===== src/logic/srpd_pkg.sv =====
// Purpose: Shared constants for the self-refresh, power-down and ODT block
// Assumes: 10 MHz core clock, AXI4-Lite register access, 32-bit data
// Notes:   Command pins sampled at the rising edge of CLK_I
package srpd_pkg;

  // ===========================================================================
  // Register map (byte addresses) and AXI responses
  localparam int          ADDR_W      = 4;
  localparam logic [3:0]  REG_STATUS  = 4'h0;
  localparam logic [3:0]  REG_REFCFG  = 4'h4;
  localparam logic [3:0]  REG_MODE    = 4'h8;
  localparam logic [3:0]  REG_REFCNT  = 4'hC;
  localparam logic [1:0]  RESP_OKAY   = 2'h0;
  localparam logic [1:0]  RESP_SLVERR = 2'h2;

  // ===========================================================================
  // Timing: figures in their own unit, cycle counts derived from the clock
  localparam int          CLK_PERIOD_PS = 100000;
  localparam int          T_REFI_NS     = 7800;
  localparam int          T_CKE_NS      = 5;
  localparam int          T_CPDED_TCK   = 1;
  localparam int          REFI_CYC_I    = (T_REFI_NS * 1000) / CLK_PERIOD_PS;
  localparam int          CKE_CYC_I     = (T_CKE_NS * 1000) / CLK_PERIOD_PS;
  localparam logic [15:0] REFI_CYC      = 16'(REFI_CYC_I);
  localparam logic [15:0] SRE_REF_CYC   = (CKE_CYC_I < 1) ? 16'h0001
                                          : 16'(CKE_CYC_I);
  localparam logic [3:0]  CPDED_CYC     = 4'(T_CPDED_TCK);

  // ===========================================================================
  // STATUS and MODE field positions
  localparam int ST_STATE_LSB = 0;
  localparam int ST_DLL_BIT   = 4;
  localparam int ST_RTT_BIT   = 5;
  localparam int ST_RX_BIT    = 6;
  localparam int ST_BANK_LSB  = 8;
  localparam int MD_A12_BIT   = 0;
  localparam int MD_DLLD_BIT  = 1;
  localparam int MD_NOM_LSB   = 4;
  localparam int MD_WR_LSB    = 8;

  // ===========================================================================
  // Command bus: address bit positions, mode register select, encodings
  localparam int         A_DLL_DIS = 0;
  localparam int         A_NOM0    = 2;
  localparam int         A_NOM1    = 6;
  localparam int         A_NOM2    = 9;
  localparam int         A_WR0     = 9;
  localparam int         A_WR1     = 10;
  localparam int         A_ALLBANK = 10;
  localparam int         A_PD_DLL  = 12;
  localparam logic [2:0] MR_SEL0   = 3'h0;
  localparam logic [2:0] MR_SEL1   = 3'h1;
  localparam logic [2:0] MR_SEL2   = 3'h2;
  localparam logic [3:0] CMD_MRS   = 4'h0;
  localparam logic [3:0] CMD_REF   = 4'h1;
  localparam logic [3:0] CMD_PRE   = 4'h2;
  localparam logic [3:0] CMD_ACT   = 4'h3;
  localparam logic [3:0] CMD_NOP   = 4'h7;

  // ===========================================================================
  // Power states
  typedef enum logic [2:0] {
    ST_RST,
    ST_IDLE,
    ST_SREF,
    ST_PDN_PRE,
    ST_PDN_ACT
  } srpd_state_t;

endpackage


===== src/logic/srpd_timer.sv =====
// Purpose: Loadable down-counter giving a one-cycle pulse at expiry
// Assumes: Synchronous active-high reset
// Notes:   A load of zero never expires
`timescale 1ns/1ps
module srpd_timer #(
  parameter int W = 16
) (
  input  wire logic         clk_i,   // Core clock
  input  wire logic         srst_i,  // Synchronous reset
  input  wire logic         load_i,  // Load count this cycle
  input  wire logic [W-1:0] value_i, // Cycles until expiry
  output logic              done_o   // Expiry pulse
);

  typedef struct packed {
    logic [W-1:0] cnt;
    logic         done;
  } srpd_tmr_t;

  srpd_tmr_t t_reg;
  srpd_tmr_t t_next;

  // ===========================================================================
  // Next state: load wins over counting
  always_comb begin
    t_next      = t_reg;
    t_next.done = 1'b0;
    if (load_i) begin
      t_next.cnt = value_i;
    end else if (t_reg.cnt != '0) begin
      t_next.cnt = t_reg.cnt - W'(1);
      if (t_reg.cnt == W'(1)) begin
        t_next.done = 1'b1;
      end
    end
  end

  // Register
  always_ff @(posedge clk_i) begin
    if (srst_i) begin
      t_reg <= '0;
    end else begin
      t_reg <= t_next;
    end
  end

  assign done_o = t_reg.done;

endmodule


===== src/logic/srpd_core.sv =====
// Purpose: Power-state and termination control of a DDR3 SDRAM die
// Assumes: Command pins synchronous to CLK_I; AXI4-Lite on the same clock
// Notes:   Registers give status, mode image, refresh interval and count
//
// Notes on behaviour
// - Self-refresh entry: CS, RAS, CAS, CKE low, WE high at an edge.
// - Device stays in self-refresh while clock enable stays low.
// - DLL off in self-refresh; on exit re-enabled with a DLL reset.
// - In self-refresh only clock enable and reset are observed.
// - At least one internal refresh starts within tCKE after entry; here INT_REF_O pulses two clock cycles after the entry edge.
// - Power-down is precharge type if all banks closed, else active.
// - Receivers switch off tCPDED after power-down entry.
// - Active and A12=1 keep DLL on; precharge with A12=0 turns it off.
// - Reset pin low leaves power-down into the reset state.
// - Termination off in self-refresh and when mode bits disable it.
// - Termination follows the ODT pin when any RTT mode bit is set.
//
// Design decisions made here: the address map and the AXI4-Lite register port.
`timescale 1ns/1ps
module srpd_core #(
  parameter int BA_W = 3,
  parameter int A_W  = 16
) (
  input  wire logic                       CLK_I,           // Core clock
  input  wire logic                       SRST_I,          // Sync reset
  input  wire logic                       CKE_I,           // Clock enable
  input  wire logic                       CS_N_I,          // Chip select
  input  wire logic                       RAS_N_I,         // Row strobe
  input  wire logic                       CAS_N_I,         // Column strobe
  input  wire logic                       WE_N_I,          // Write enable
  input  wire logic [BA_W-1:0]            BA_I,            // Bank address
  input  wire logic [A_W-1:0]             ADDR_I,          // Address bus
  input  wire logic                       ODT_I,           // Termination pin
  input  wire logic                       RESET_N_I,       // Device reset
  output logic                            RTT_ON_O,        // Termination on
  output logic                            DLL_ON_O,        // DLL running
  output logic                            DLL_RST_O,       // DLL reset pulse
  output logic                            INT_REF_O,       // Internal refresh
  output logic                            RX_EN_O,         // Cmd receivers
  output logic [2:0]                      PSTATE_O,        // Power state
  input  wire logic [srpd_pkg::ADDR_W-1:0] S_AXI_AWADDR_I, // Write address
  input  wire logic                       S_AXI_AWVALID_I, // AW valid
  output logic                            S_AXI_AWREADY_O, // AW ready
  input  wire logic [31:0]                S_AXI_WDATA_I,   // Write data
  input  wire logic [3:0]                 S_AXI_WSTRB_I,   // Byte strobes
  input  wire logic                       S_AXI_WVALID_I,  // W valid
  output logic                            S_AXI_WREADY_O,  // W ready
  output logic [1:0]                      S_AXI_BRESP_O,   // Write response
  output logic                            S_AXI_BVALID_O,  // B valid
  input  wire logic                       S_AXI_BREADY_I,  // B ready
  input  wire logic [srpd_pkg::ADDR_W-1:0] S_AXI_ARADDR_I, // Read address
  input  wire logic                       S_AXI_ARVALID_I, // AR valid
  output logic                            S_AXI_ARREADY_O, // AR ready
  output logic [31:0]                     S_AXI_RDATA_O,   // Read data
  output logic [1:0]                      S_AXI_RRESP_O,   // Read response
  output logic                            S_AXI_RVALID_O,  // R valid
  input  wire logic                       S_AXI_RREADY_I   // R ready
);

  localparam int NB = 1 << BA_W;

  typedef struct packed {
    srpd_pkg::srpd_state_t        state;
    logic [NB-1:0]                bank_open;
    logic [3:0]                   cpded;
    logic                         mr0_a12;
    logic                         mr1_dll_dis;
    logic [2:0]                   mr1_nom;
    logic [1:0]                   mr2_wr;
    logic                         dll_on;
    logic                         dll_rst;
    logic                         rtt_on;
    logic                         rx_en;
    logic                         int_ref;
    logic [15:0]                  ref_cnt;
    logic [15:0]                  refi_cfg;
    logic                         awready;
    logic                         wready;
    logic [srpd_pkg::ADDR_W-1:0]  waddr;
    logic [31:0]                  wdata;
    logic [3:0]                   wstrb;
    logic                         bvalid;
    logic [1:0]                   bresp;
    logic                         arready;
    logic                         rvalid;
    logic [31:0]                  rdata;
    logic [1:0]                   rresp;
  } srpd_regs_t;

  srpd_regs_t r_reg;
  srpd_regs_t r_next;

  logic [3:0]    cmd;
  logic          is_nop;
  logic          cmd_ok;
  logic          enter_sr;
  logic          enter_pd;
  logic          rtt_en;
  logic          tmr_load;
  logic [15:0]   tmr_val;
  logic          tmr_done;
  logic [NB-1:0] act_hit;
  logic [NB-1:0] pre_hit;

  // ===========================================================================
  // Command decode from the sampled pins
  assign cmd      = {CS_N_I, RAS_N_I, CAS_N_I, WE_N_I};
  assign is_nop   = CS_N_I | (cmd == srpd_pkg::CMD_NOP);
  assign cmd_ok   = (r_reg.state == srpd_pkg::ST_IDLE) & CKE_I & ~CS_N_I;
  assign enter_sr = (r_reg.state == srpd_pkg::ST_IDLE) & ~CKE_I
                    & (cmd == srpd_pkg::CMD_REF) & RESET_N_I;
  assign enter_pd = (r_reg.state == srpd_pkg::ST_IDLE) & ~CKE_I
                    & is_nop & RESET_N_I;
  assign rtt_en   = |{r_reg.mr1_nom, r_reg.mr2_wr};

  // Bank open tracking, one slice per bank
  for (genvar gi = 0; gi < NB; gi++) begin : g_bank
    assign act_hit[gi] = cmd_ok & (cmd == srpd_pkg::CMD_ACT)
                         & (BA_I == BA_W'(gi));
    assign pre_hit[gi] = cmd_ok & (cmd == srpd_pkg::CMD_PRE)
                         & (ADDR_I[srpd_pkg::A_ALLBANK]
                            | (BA_I == BA_W'(gi)));
  end

  // ===========================================================================
  // Internal refresh timer for self-refresh
  assign tmr_load = enter_sr
                    | (tmr_done & (r_reg.state == srpd_pkg::ST_SREF));
  assign tmr_val  = enter_sr ? srpd_pkg::SRE_REF_CYC : r_reg.refi_cfg;

  srpd_timer #(
    .W       (16)
  ) u_timer (
    .clk_i   (CLK_I),
    .srst_i  (SRST_I),
    .load_i  (tmr_load),
    .value_i (tmr_val),
    .done_o  (tmr_done)
  );

  // ===========================================================================
  // Next state: power states, mode image, termination, register bus
  always_comb begin
    r_next         = r_reg;
    r_next.int_ref = 1'b0;
    r_next.dll_rst = 1'b0;
    if (!RESET_N_I) begin
      // Reset pin overrides every power state
      r_next.state     = srpd_pkg::ST_RST;
      r_next.bank_open = '0;
      r_next.dll_on    = 1'b0;
      r_next.rx_en     = 1'b1;
      r_next.cpded     = '0;
    end else begin
      case (r_reg.state)
        srpd_pkg::ST_RST: begin
          r_next.state  = srpd_pkg::ST_IDLE;
          r_next.dll_on = ~r_reg.mr1_dll_dis;
        end
        srpd_pkg::ST_IDLE: begin
          if (enter_sr) begin
            r_next.state  = srpd_pkg::ST_SREF;
            r_next.dll_on = 1'b0;
            r_next.rx_en  = 1'b0;
          end else if (enter_pd) begin
            r_next.cpded = srpd_pkg::CPDED_CYC;
            if (|r_reg.bank_open) begin
              r_next.state = srpd_pkg::ST_PDN_ACT;
            end else begin
              r_next.state = srpd_pkg::ST_PDN_PRE;
              if (!r_reg.mr0_a12) begin
                r_next.dll_on = 1'b0;
              end
            end
          end else begin
            r_next.bank_open = (r_reg.bank_open | act_hit) & ~pre_hit;
            if (cmd_ok && cmd == srpd_pkg::CMD_MRS) begin
              if (BA_I == BA_W'(srpd_pkg::MR_SEL0)) begin
                r_next.mr0_a12 = ADDR_I[srpd_pkg::A_PD_DLL];
              end else if (BA_I == BA_W'(srpd_pkg::MR_SEL1)) begin
                r_next.mr1_dll_dis = ADDR_I[srpd_pkg::A_DLL_DIS];
                r_next.dll_on      = ~ADDR_I[srpd_pkg::A_DLL_DIS];
                r_next.mr1_nom     = {ADDR_I[srpd_pkg::A_NOM2],
                                      ADDR_I[srpd_pkg::A_NOM1],
                                      ADDR_I[srpd_pkg::A_NOM0]};
              end else if (BA_I == BA_W'(srpd_pkg::MR_SEL2)) begin
                r_next.mr2_wr = {ADDR_I[srpd_pkg::A_WR1],
                                 ADDR_I[srpd_pkg::A_WR0]};
              end
            end
          end
        end
        srpd_pkg::ST_SREF: begin
          // Only CKE is looked at; the command bus is ignored here
          if (CKE_I) begin
            r_next.state   = srpd_pkg::ST_IDLE;
            r_next.rx_en   = 1'b1;
            r_next.dll_on  = ~r_reg.mr1_dll_dis;
            r_next.dll_rst = ~r_reg.mr1_dll_dis;
          end
          if (tmr_done) begin
            r_next.int_ref = 1'b1;
            r_next.ref_cnt = r_reg.ref_cnt + 16'h0001;
          end
        end
        srpd_pkg::ST_PDN_PRE, srpd_pkg::ST_PDN_ACT: begin
          if (CKE_I) begin
            r_next.state  = srpd_pkg::ST_IDLE;
            r_next.rx_en  = 1'b1;
            r_next.cpded  = '0;
            r_next.dll_on = ~r_reg.mr1_dll_dis;
          end else if (r_reg.cpded != '0) begin
            r_next.cpded = r_reg.cpded - 4'h1;
            if (r_reg.cpded == 4'h1) begin
              r_next.rx_en = 1'b0;
            end
          end
        end
        default: begin
          r_next.state = srpd_pkg::ST_RST;
        end
      endcase
    end

    // Termination follows the pin unless disabled, in self-refresh or in the reset state
    r_next.rtt_on = RESET_N_I & ODT_I & rtt_en
                    & (r_next.state != srpd_pkg::ST_SREF)
                    & (r_next.state != srpd_pkg::ST_RST);

    // AXI write: address and data taken in either order
    if (S_AXI_AWVALID_I && r_reg.awready) begin
      r_next.awready = 1'b0;
      r_next.waddr   = S_AXI_AWADDR_I;
    end
    if (S_AXI_WVALID_I && r_reg.wready) begin
      r_next.wready = 1'b0;
      r_next.wdata  = S_AXI_WDATA_I;
      r_next.wstrb  = S_AXI_WSTRB_I;
    end
    if (!r_reg.awready && !r_reg.wready && !r_reg.bvalid) begin
      r_next.bvalid = 1'b1;
      r_next.bresp  = srpd_pkg::RESP_OKAY;
      if (r_reg.waddr == srpd_pkg::REG_REFCFG) begin
        if (r_reg.wstrb[0]) begin
          r_next.refi_cfg[7:0] = r_reg.wdata[7:0];
        end
        if (r_reg.wstrb[1]) begin
          r_next.refi_cfg[15:8] = r_reg.wdata[15:8];
        end
        if (r_next.refi_cfg == 16'h0000) begin
          r_next.refi_cfg = 16'h0001;
        end
      end else if (r_reg.waddr == srpd_pkg::REG_STATUS
                   || r_reg.waddr == srpd_pkg::REG_MODE
                   || r_reg.waddr == srpd_pkg::REG_REFCNT) begin
        r_next.bresp = srpd_pkg::RESP_OKAY;
      end else begin
        r_next.bresp = srpd_pkg::RESP_SLVERR;
      end
    end
    if (r_reg.bvalid && S_AXI_BREADY_I) begin
      r_next.bvalid  = 1'b0;
      r_next.awready = 1'b1;
      r_next.wready  = 1'b1;
    end

    // AXI read: one outstanding, answered the cycle after acceptance
    if (S_AXI_ARVALID_I && r_reg.arready) begin
      r_next.arready = 1'b0;
      r_next.rvalid  = 1'b1;
      r_next.rresp   = srpd_pkg::RESP_OKAY;
      r_next.rdata   = 32'h0000_0000;
      if (S_AXI_ARADDR_I == srpd_pkg::REG_STATUS) begin
        r_next.rdata[srpd_pkg::ST_STATE_LSB +: 3] = r_reg.state;
        r_next.rdata[srpd_pkg::ST_DLL_BIT]       = r_reg.dll_on;
        r_next.rdata[srpd_pkg::ST_RTT_BIT]       = r_reg.rtt_on;
        r_next.rdata[srpd_pkg::ST_RX_BIT]        = r_reg.rx_en;
        r_next.rdata[srpd_pkg::ST_BANK_LSB +: NB] = r_reg.bank_open;
      end else if (S_AXI_ARADDR_I == srpd_pkg::REG_REFCFG) begin
        r_next.rdata[15:0] = r_reg.refi_cfg;
      end else if (S_AXI_ARADDR_I == srpd_pkg::REG_MODE) begin
        r_next.rdata[srpd_pkg::MD_A12_BIT]      = r_reg.mr0_a12;
        r_next.rdata[srpd_pkg::MD_DLLD_BIT]     = r_reg.mr1_dll_dis;
        r_next.rdata[srpd_pkg::MD_NOM_LSB +: 3] = r_reg.mr1_nom;
        r_next.rdata[srpd_pkg::MD_WR_LSB +: 2]  = r_reg.mr2_wr;
      end else if (S_AXI_ARADDR_I == srpd_pkg::REG_REFCNT) begin
        r_next.rdata[15:0] = r_reg.ref_cnt;
      end else begin
        r_next.rresp = srpd_pkg::RESP_SLVERR;
      end
    end
    if (r_reg.rvalid && S_AXI_RREADY_I) begin
      r_next.rvalid  = 1'b0;
      r_next.arready = 1'b1;
    end
  end

  // ===========================================================================
  // State register
  always_ff @(posedge CLK_I) begin
    if (SRST_I) begin
      r_reg          <= '0;
      r_reg.state    <= srpd_pkg::ST_RST;
      r_reg.rx_en    <= 1'b1;
      r_reg.refi_cfg <= srpd_pkg::REFI_CYC;
      r_reg.awready  <= 1'b1;
      r_reg.wready   <= 1'b1;
      r_reg.arready  <= 1'b1;
    end else begin
      r_reg <= r_next;
    end
  end

  // Outputs straight from the state register
  assign RTT_ON_O        = r_reg.rtt_on;
  assign DLL_ON_O        = r_reg.dll_on;
  assign DLL_RST_O       = r_reg.dll_rst;
  assign INT_REF_O       = r_reg.int_ref;
  assign RX_EN_O         = r_reg.rx_en;
  assign PSTATE_O        = r_reg.state;
  assign S_AXI_AWREADY_O = r_reg.awready;
  assign S_AXI_WREADY_O  = r_reg.wready;
  assign S_AXI_BVALID_O  = r_reg.bvalid;
  assign S_AXI_BRESP_O   = r_reg.bresp;
  assign S_AXI_ARREADY_O = r_reg.arready;
  assign S_AXI_RVALID_O  = r_reg.rvalid;
  assign S_AXI_RDATA_O   = r_reg.rdata;
  assign S_AXI_RRESP_O   = r_reg.rresp;
endmodule


===== config.mk =====
export PLATFORM = sky130hd
export DESIGN_NAME = srpd_core
export DESIGN_NICKNAME = d
export VERILOG_FILES = /design/src/logic/srpd_pkg.sv /design/src/logic/srpd_timer.sv /design/src/logic/srpd_core.sv
export SDC_FILE = /design/constraint.sdc
export NUM_CORES = 1
export LEC_CHECK = 0
export BUFFER_PORTS_ARGS = -buffer_cell sky130_fd_sc_hd__buf_2
export CAP_MARGIN = 25
export CORE_MARGIN = 1
export CORE_UTILIZATION = 40
export CTS_BUF_LIST = sky130_fd_sc_hd__clkbuf_8
export CTS_CLUSTER_DIAMETER = 50
export DETAILED_ROUTE_END_ITERATION = 16
export PLACE_DENSITY = 0.64
export SLEW_MARGIN = 20
export SYNTH_ARGS = -nofsm -noshare
export SYNTH_HDL_FRONTEND = slang
export SYNTH_HIERARCHICAL = 1
export SYNTH_SLANG_ARGS = --single-unit

===== constraint.sdc =====
create_clock -name CLK_I -period 6.3 [get_ports CLK_I]
set_input_delay 0.63 -clock CLK_I [delete_from_list [all_inputs] [get_ports CLK_I]]
set_output_delay 0.63 -clock CLK_I [all_outputs]
set_load 0.005 [all_outputs]

== After elaboration in Yosys (flattened, before gate mapping) ==
Index checks and enable logic that the tools add are counted.
Storage, ports and cells
  register bits: 123
  input bits: 77
  output and inout bits: 49
  logic and storage cells: 230
Operators by class
  add/subtract/negate cells: 3
  equal/unequal tests: 36
  muxes and demuxes: 65
  bitwise gates (word level): 54
  reductions and logical operators: 45
Operators by type and width (number)
  2-to-1 mux 16 bit: 5
  2-to-1 mux 8 bit: 10
  2-to-1 mux 17 bit: 2
  bitwise AND 1 bit: 30
  2-to-1 mux 2 bit: 12
  2-to-1 mux 3 bit: 7
  2-to-1 mux 19 bit: 1
  adder 16 x 1 -> 16 bit (second input constant): 1
  == test 16 x 1 -> 1 bit (second input constant): 1
  == test 4 bit (second input constant): 4
  logical NOT 16 bit: 1
  2-to-1 mux 1 bit: 16
  2-to-1 mux 4 bit: 4
  AND reduction 8 bit: 2
  nonzero test 16 bit: 1
  subtractor 16 x 1 -> 16 bit (second input constant): 1
  == test 3 bit (second input constant): 5
  2-to-1 mux 15 bit: 1
  2-to-1 mux 7 bit: 2
  == test 3 x 2 -> 1 bit (second input constant): 4
  == test 4 x 3 -> 1 bit (second input constant): 3
  logical NOT 4 bit: 3
  inequality test 4 bit (second input constant): 3
  inverter 1 bit: 11
  other kinds (35): 73

== Longest topological paths before layout ==
  word-level depth: 14
  gate-level depth with buffers: 9
  depth with buffers taken out: 7

== Hierarchy ==
Netlist, hierarchy kept.
Modules (own cells, without submodules)
  srpd_core: times used 1, cells an instance 660, area each 5262.5 µm², seq. area each 2082.0 µm²
  srpd_timer: times used 1, cells an instance 128, area each 1034.7 µm², seq. area each 340.3 µm²

== Worst setup path after synthesis ==
Ideal clock, no wire load.
  path kind: in2reg
  start: in CS_N_I
  end: reg u_timer/t_reg[3] in the netlist's numbering
  arrival time: 2199 ps
  required time: 6205 ps
  path slack: 4006 ps
  stages: 7
  path buffers: 2
  path through: or4b_4 o31ai_1 nor2b_1 buf_4 clkbuf_1 a31oi_1 a221oi_1
On the way
  longest elaborated chain between the ends: 5
  elaborated cells on any way between the ends: 7
  those cells by class: 1 x eq/ne; 2 x mux; 3 x bitwise; 1 x reduce/logical
RTL lines
  from (decl): RTL line srpd_core.sv:27  | input wire logic CS_N_I,
  == test 4 x 1 -> 1 bit (*): RTL line srpd_core.sv:111  | & (cmd == srpd_pkg::CMD_REF) & RESET_N_I;
  bitwise AND 1 bit (*) (2 in series): RTL line srpd_core.sv:111
  bitwise OR 1 bit (*): RTL line srpd_core.sv:128  | | (tmr_done & (r_reg.state == srpd_pkg::ST_SREF));
  net tmr_load: RTL line srpd_core.sv:99  | logic tmr_load;
  2-to-1 mux 16 bit / nonzero test 2 bit (equally long branches)
  to (signal assigned): RTL line srpd_timer.sv:43  | t_reg <= t_next;
  to (decl): RTL line srpd_timer.sv:20  | srpd_tmr_t t_reg;
The timed path passes the listed nets; every way through them passes the cells marked *.
A chain may end at the register's enable or synchronous reset.

== Worst setup path in the final report ==
  start: reg r_reg, in the netlist PSTATE_O[0]
  end: reg u_timer/t_reg[4] in the netlist's numbering
On the way
  longest elaborated chain between the ends: 6
  elaborated cells on any way between the ends: 10
  those cells by class: 2 x eq/ne; 2 x mux; 5 x bitwise; 1 x reduce/logical
RTL lines
  from (decl): RTL line srpd_core.sv:90  | srpd_regs_t r_reg;
  from (signal assigned): RTL line srpd_core.sv:310  | r_reg <= r_next;
  == test 3 x 1 -> 1 bit: RTL line srpd_core.sv:110  | assign enter_sr = (r_reg.state == srpd_pkg::ST_IDLE) & ~CKE_I
  bitwise AND 1 bit: RTL line srpd_core.sv:110
  bitwise AND 1 bit (2 in series): RTL line srpd_core.sv:111
  2-to-1 mux 16 bit: RTL line srpd_core.sv:129  | assign tmr_val = enter_sr ? srpd_pkg::SRE_REF_CYC : r_reg.refi_cfg;
  net tmr_val[3]: RTL line srpd_core.sv:100  | logic [15:0] tmr_val;
  2-to-1 mux 16 bit: RTL line srpd_timer.sv:28  | if (load_i) begin
The timed path passes the listed nets, and every way through them passes these cells.

==> flow_summary.ini <==
[clocking]
cts-resized-gates = 0
cts_max_path_buffers = 2
cts-htree-levels = 4
cts_root_buf = clkbuf_8
cts_hold_buf = 0
cts.sinks = 121
cts_tree = done
worstSkewPairLatency_ps = 450
postCtsSetupBuffers = 0
clkTransAtPathRegs_ps = 80
cts_buffers = 17

[drt]
vias = 5545
wl_per_cell_um = 14.99
viasPerCell = 5.296
drt_iter0_drc = 444
final_antenna_net_count = 0
routed_wl_um = 15700
drc = 0
first_pass_iters = 5

[worst_setup_path]
cp-endpoint = u_timer/t_reg[4]$_SDFFE_PP0P_
critPathLaunch = PSTATE_O[0]$_SDFF_PP0_
crit_fanout = 18
rr_worst_depth = 6
critPathCaptureType = register
r2r-start = PSTATE_O[0]$_SDFF_PP0_
critPathRequiredTime_ps = 6650
cp.arrival_ps = 2810
r2r-end = u_timer/t_reg[4]$_SDFFE_PP0P_
critPathLaunchType = register
reg2reg_slack_ps = 3840
worstSetupPathType = reg -> reg

[floorplan]
io_pins = 126
dieHeight_um = 127.5
rows = 45
start_util_pct = 41.27
die_area_sq_mm = 0.01625
fp.coreArea_sq_mm = 0.01526
die_x_um = 127.5

[timing]
setup_viol = 0
slew_headroom_pct = 45.72
rsz0062_at_grt = no
maxSlewViolCount = 0
tns_ps = 0
clock_skew_ps = 8.895
worst_slack_ps = 3836
finalCritPeriodShare_pct = 39.11
tightestPinTransition_ps = 808.0
finalCriticalPeriod_ps = 2464
finalHoldViolCount = 0
max_freq_ghz = 0.4058

[placed_design]
numPortBuffers = 79
dp_cells = 1014
gp_congestion = 0.8263
dp_worst_setup_slack_ps = 3524
hpwl_um = 11170

[logic_synthesis]
netlist_area_sq_mm = 0.006297
async_reset_ff_share_pct = 0
synthMuxAreaShare_pct = 4.451
synth-seq-cells = 121
synth_edf_count = 0
synthXorXnorAreaFrac_pct = 2.364
avgSynthCellArea_sq_um = 7.991
synth_cell_types = 68
yosysSeqAreaShare_pct = 38.47
ys_warn_count = 6
syn_inst = 788
ys.flop_type = dfxtp_1
synth_simple_gate_area_share_pct = 28.39
synth-compound-area-share_pct = 15.99
synth_top_family_by_area = simple AND/OR/NAND/NOR gates
yosys.area_share.adder_pct = 1.391

[global_route]
grt_start_max_net_pins = 50
grt_pass1_vias = 4976
antenna_found_initial = 0
grt_pass1_wl_um = 25250
grt_use_total_pct = 20.02
gr-total-overflow = 0

[outcome]
status = complete, no violations

[power_and_ir_drop]
powerDensity_mw_per_mm2 = 291.6
ir_drop_v = 0.0001283
p_leak_uw = 0.002672

[flow_run]
cap_violations = 0

[hold_path]
hold_class = in -> reg

[layout]
final_cell_mix = dfxtp_1, nand2_1, buf_2, nor2_1, a21oi_1
fin_nets = 906
final-instance-count-excl-fill = 1047
layout_commonest_cell = dfxtp_1
area_growth_pct = 10.77
largest_reg_flops = 73
drive_above_1_share_pct = 16.65
## metrics by stage
stage | hold slack [ps] | instance area [sq um] | util, % | power (uW)
4_1_cts | 361.8 | 6967 | 45.66 | 2044
3_3_place_gp | 439.1 | 6570 | 43.06 | 1342
3_5_place_dp | 451.5 | 6570 | 43.06 | 1349
2_1_floorplan | 432.3 | 6361 | - | 1260
5_1_grt | 370.4 | 6973 | 45.70 | 2146
6_report | 387.2 | 6975 | 45.72 | 2034
## cells in the mapped netlist (all sizes together), types with 5 or more instances
master	instances	share of area, %
or3	7	0.70
nor4b	5	0.93
nor2b	7	0.70
nand3b	6	0.77
nor4	18	2.1
a221oi	8	1.1
a22oi	7	0.83
a21oi	63	5.0
inv	23	1.4
mux2i	19	3.0
clkbuf	37	2.2
or4	8	0.95
buf	47	5.3
ha	7	1.4
and2	20	2.0
xor2	6	0.83
mux2	8	1.4
o21ai	43	3.4
nand4	15	1.5
nor2	73	4.4
nor3	24	1.9
xnor2	11	1.5
nand3	33	2.6
a22o	7	0.97
nand2b	6	0.60
dfxtp	121	38
nor3b	6	0.79
nand2	101	6.0
## routing by layer
layer	vias up	GRT usage, %	routed length, um
met3	31	4.690	875
met5	-	0	0
met1	2547	26.11	7185
met4	0	9.384	461
li1	2810	-	-
met2	157	31.21	7174
## worst min-delay path by stage
stage	from	end	slack (ps)	cells past startpoint
floorplan	r_reg[78]$_SDFFE_PP0P_	r_reg[78]$_SDFFE_PP0P_	430	2
global placement	r_reg[78]$_SDFFE_PP0P_	r_reg[78]$_SDFFE_PP0P_	440	2
detailed placement	r_reg[76]$_SDFFE_PP0P_	r_reg[76]$_SDFFE_PP0P_	450	2
CTS	S_AXI_WVALID_I	S_AXI_WREADY_O$_SDFFE_PP1P_	360	2
global route	S_AXI_WVALID_I	S_AXI_WREADY_O$_SDFFE_PP1P_	370	2
finish	S_AXI_WVALID_I	S_AXI_WREADY_O$_SDFFE_PP1P_	390	2
## cells by family after synthesis
kind of cell	Yosys count
multiplexers	27
buffers and inverters	107
AO/OA/AOI/OAI	162
XOR/XNOR	17
other	1
AND/OR/NAND/NOR	346
adder cells (fa/ha/maj)	7
flip-flops	121
## worst max-delay path, stage by stage (launching register included)
cell and delay, ps:
dfxtp_1 650, nor3b_2 460, nand3_1 600, and2_1 390, inv_1 50, a21oi_1 60
o31a_1 130
## power breakdown
part           leakage, uW  switching (uW)  internal (uW)
registers         0.000984            72.8            825
logic              0.00150             254            189
clock network     0.000191             330            363
## cell type report
cell class                      instances  area (sq um)
Timing Repair Buffer                   82         417.9
Clock inverter                         14         148.9
Inverter                               23         86.33
Multi-Input combinational cell        577          3386
Clock buffer                           18         247.7
Sequential cell                       121          2422
Fill cell                            1582          8283
Tap cell                              211         264.0
Antenna cell                            1         2.502
No activity file was read; power rests on OpenSTA's default activity.
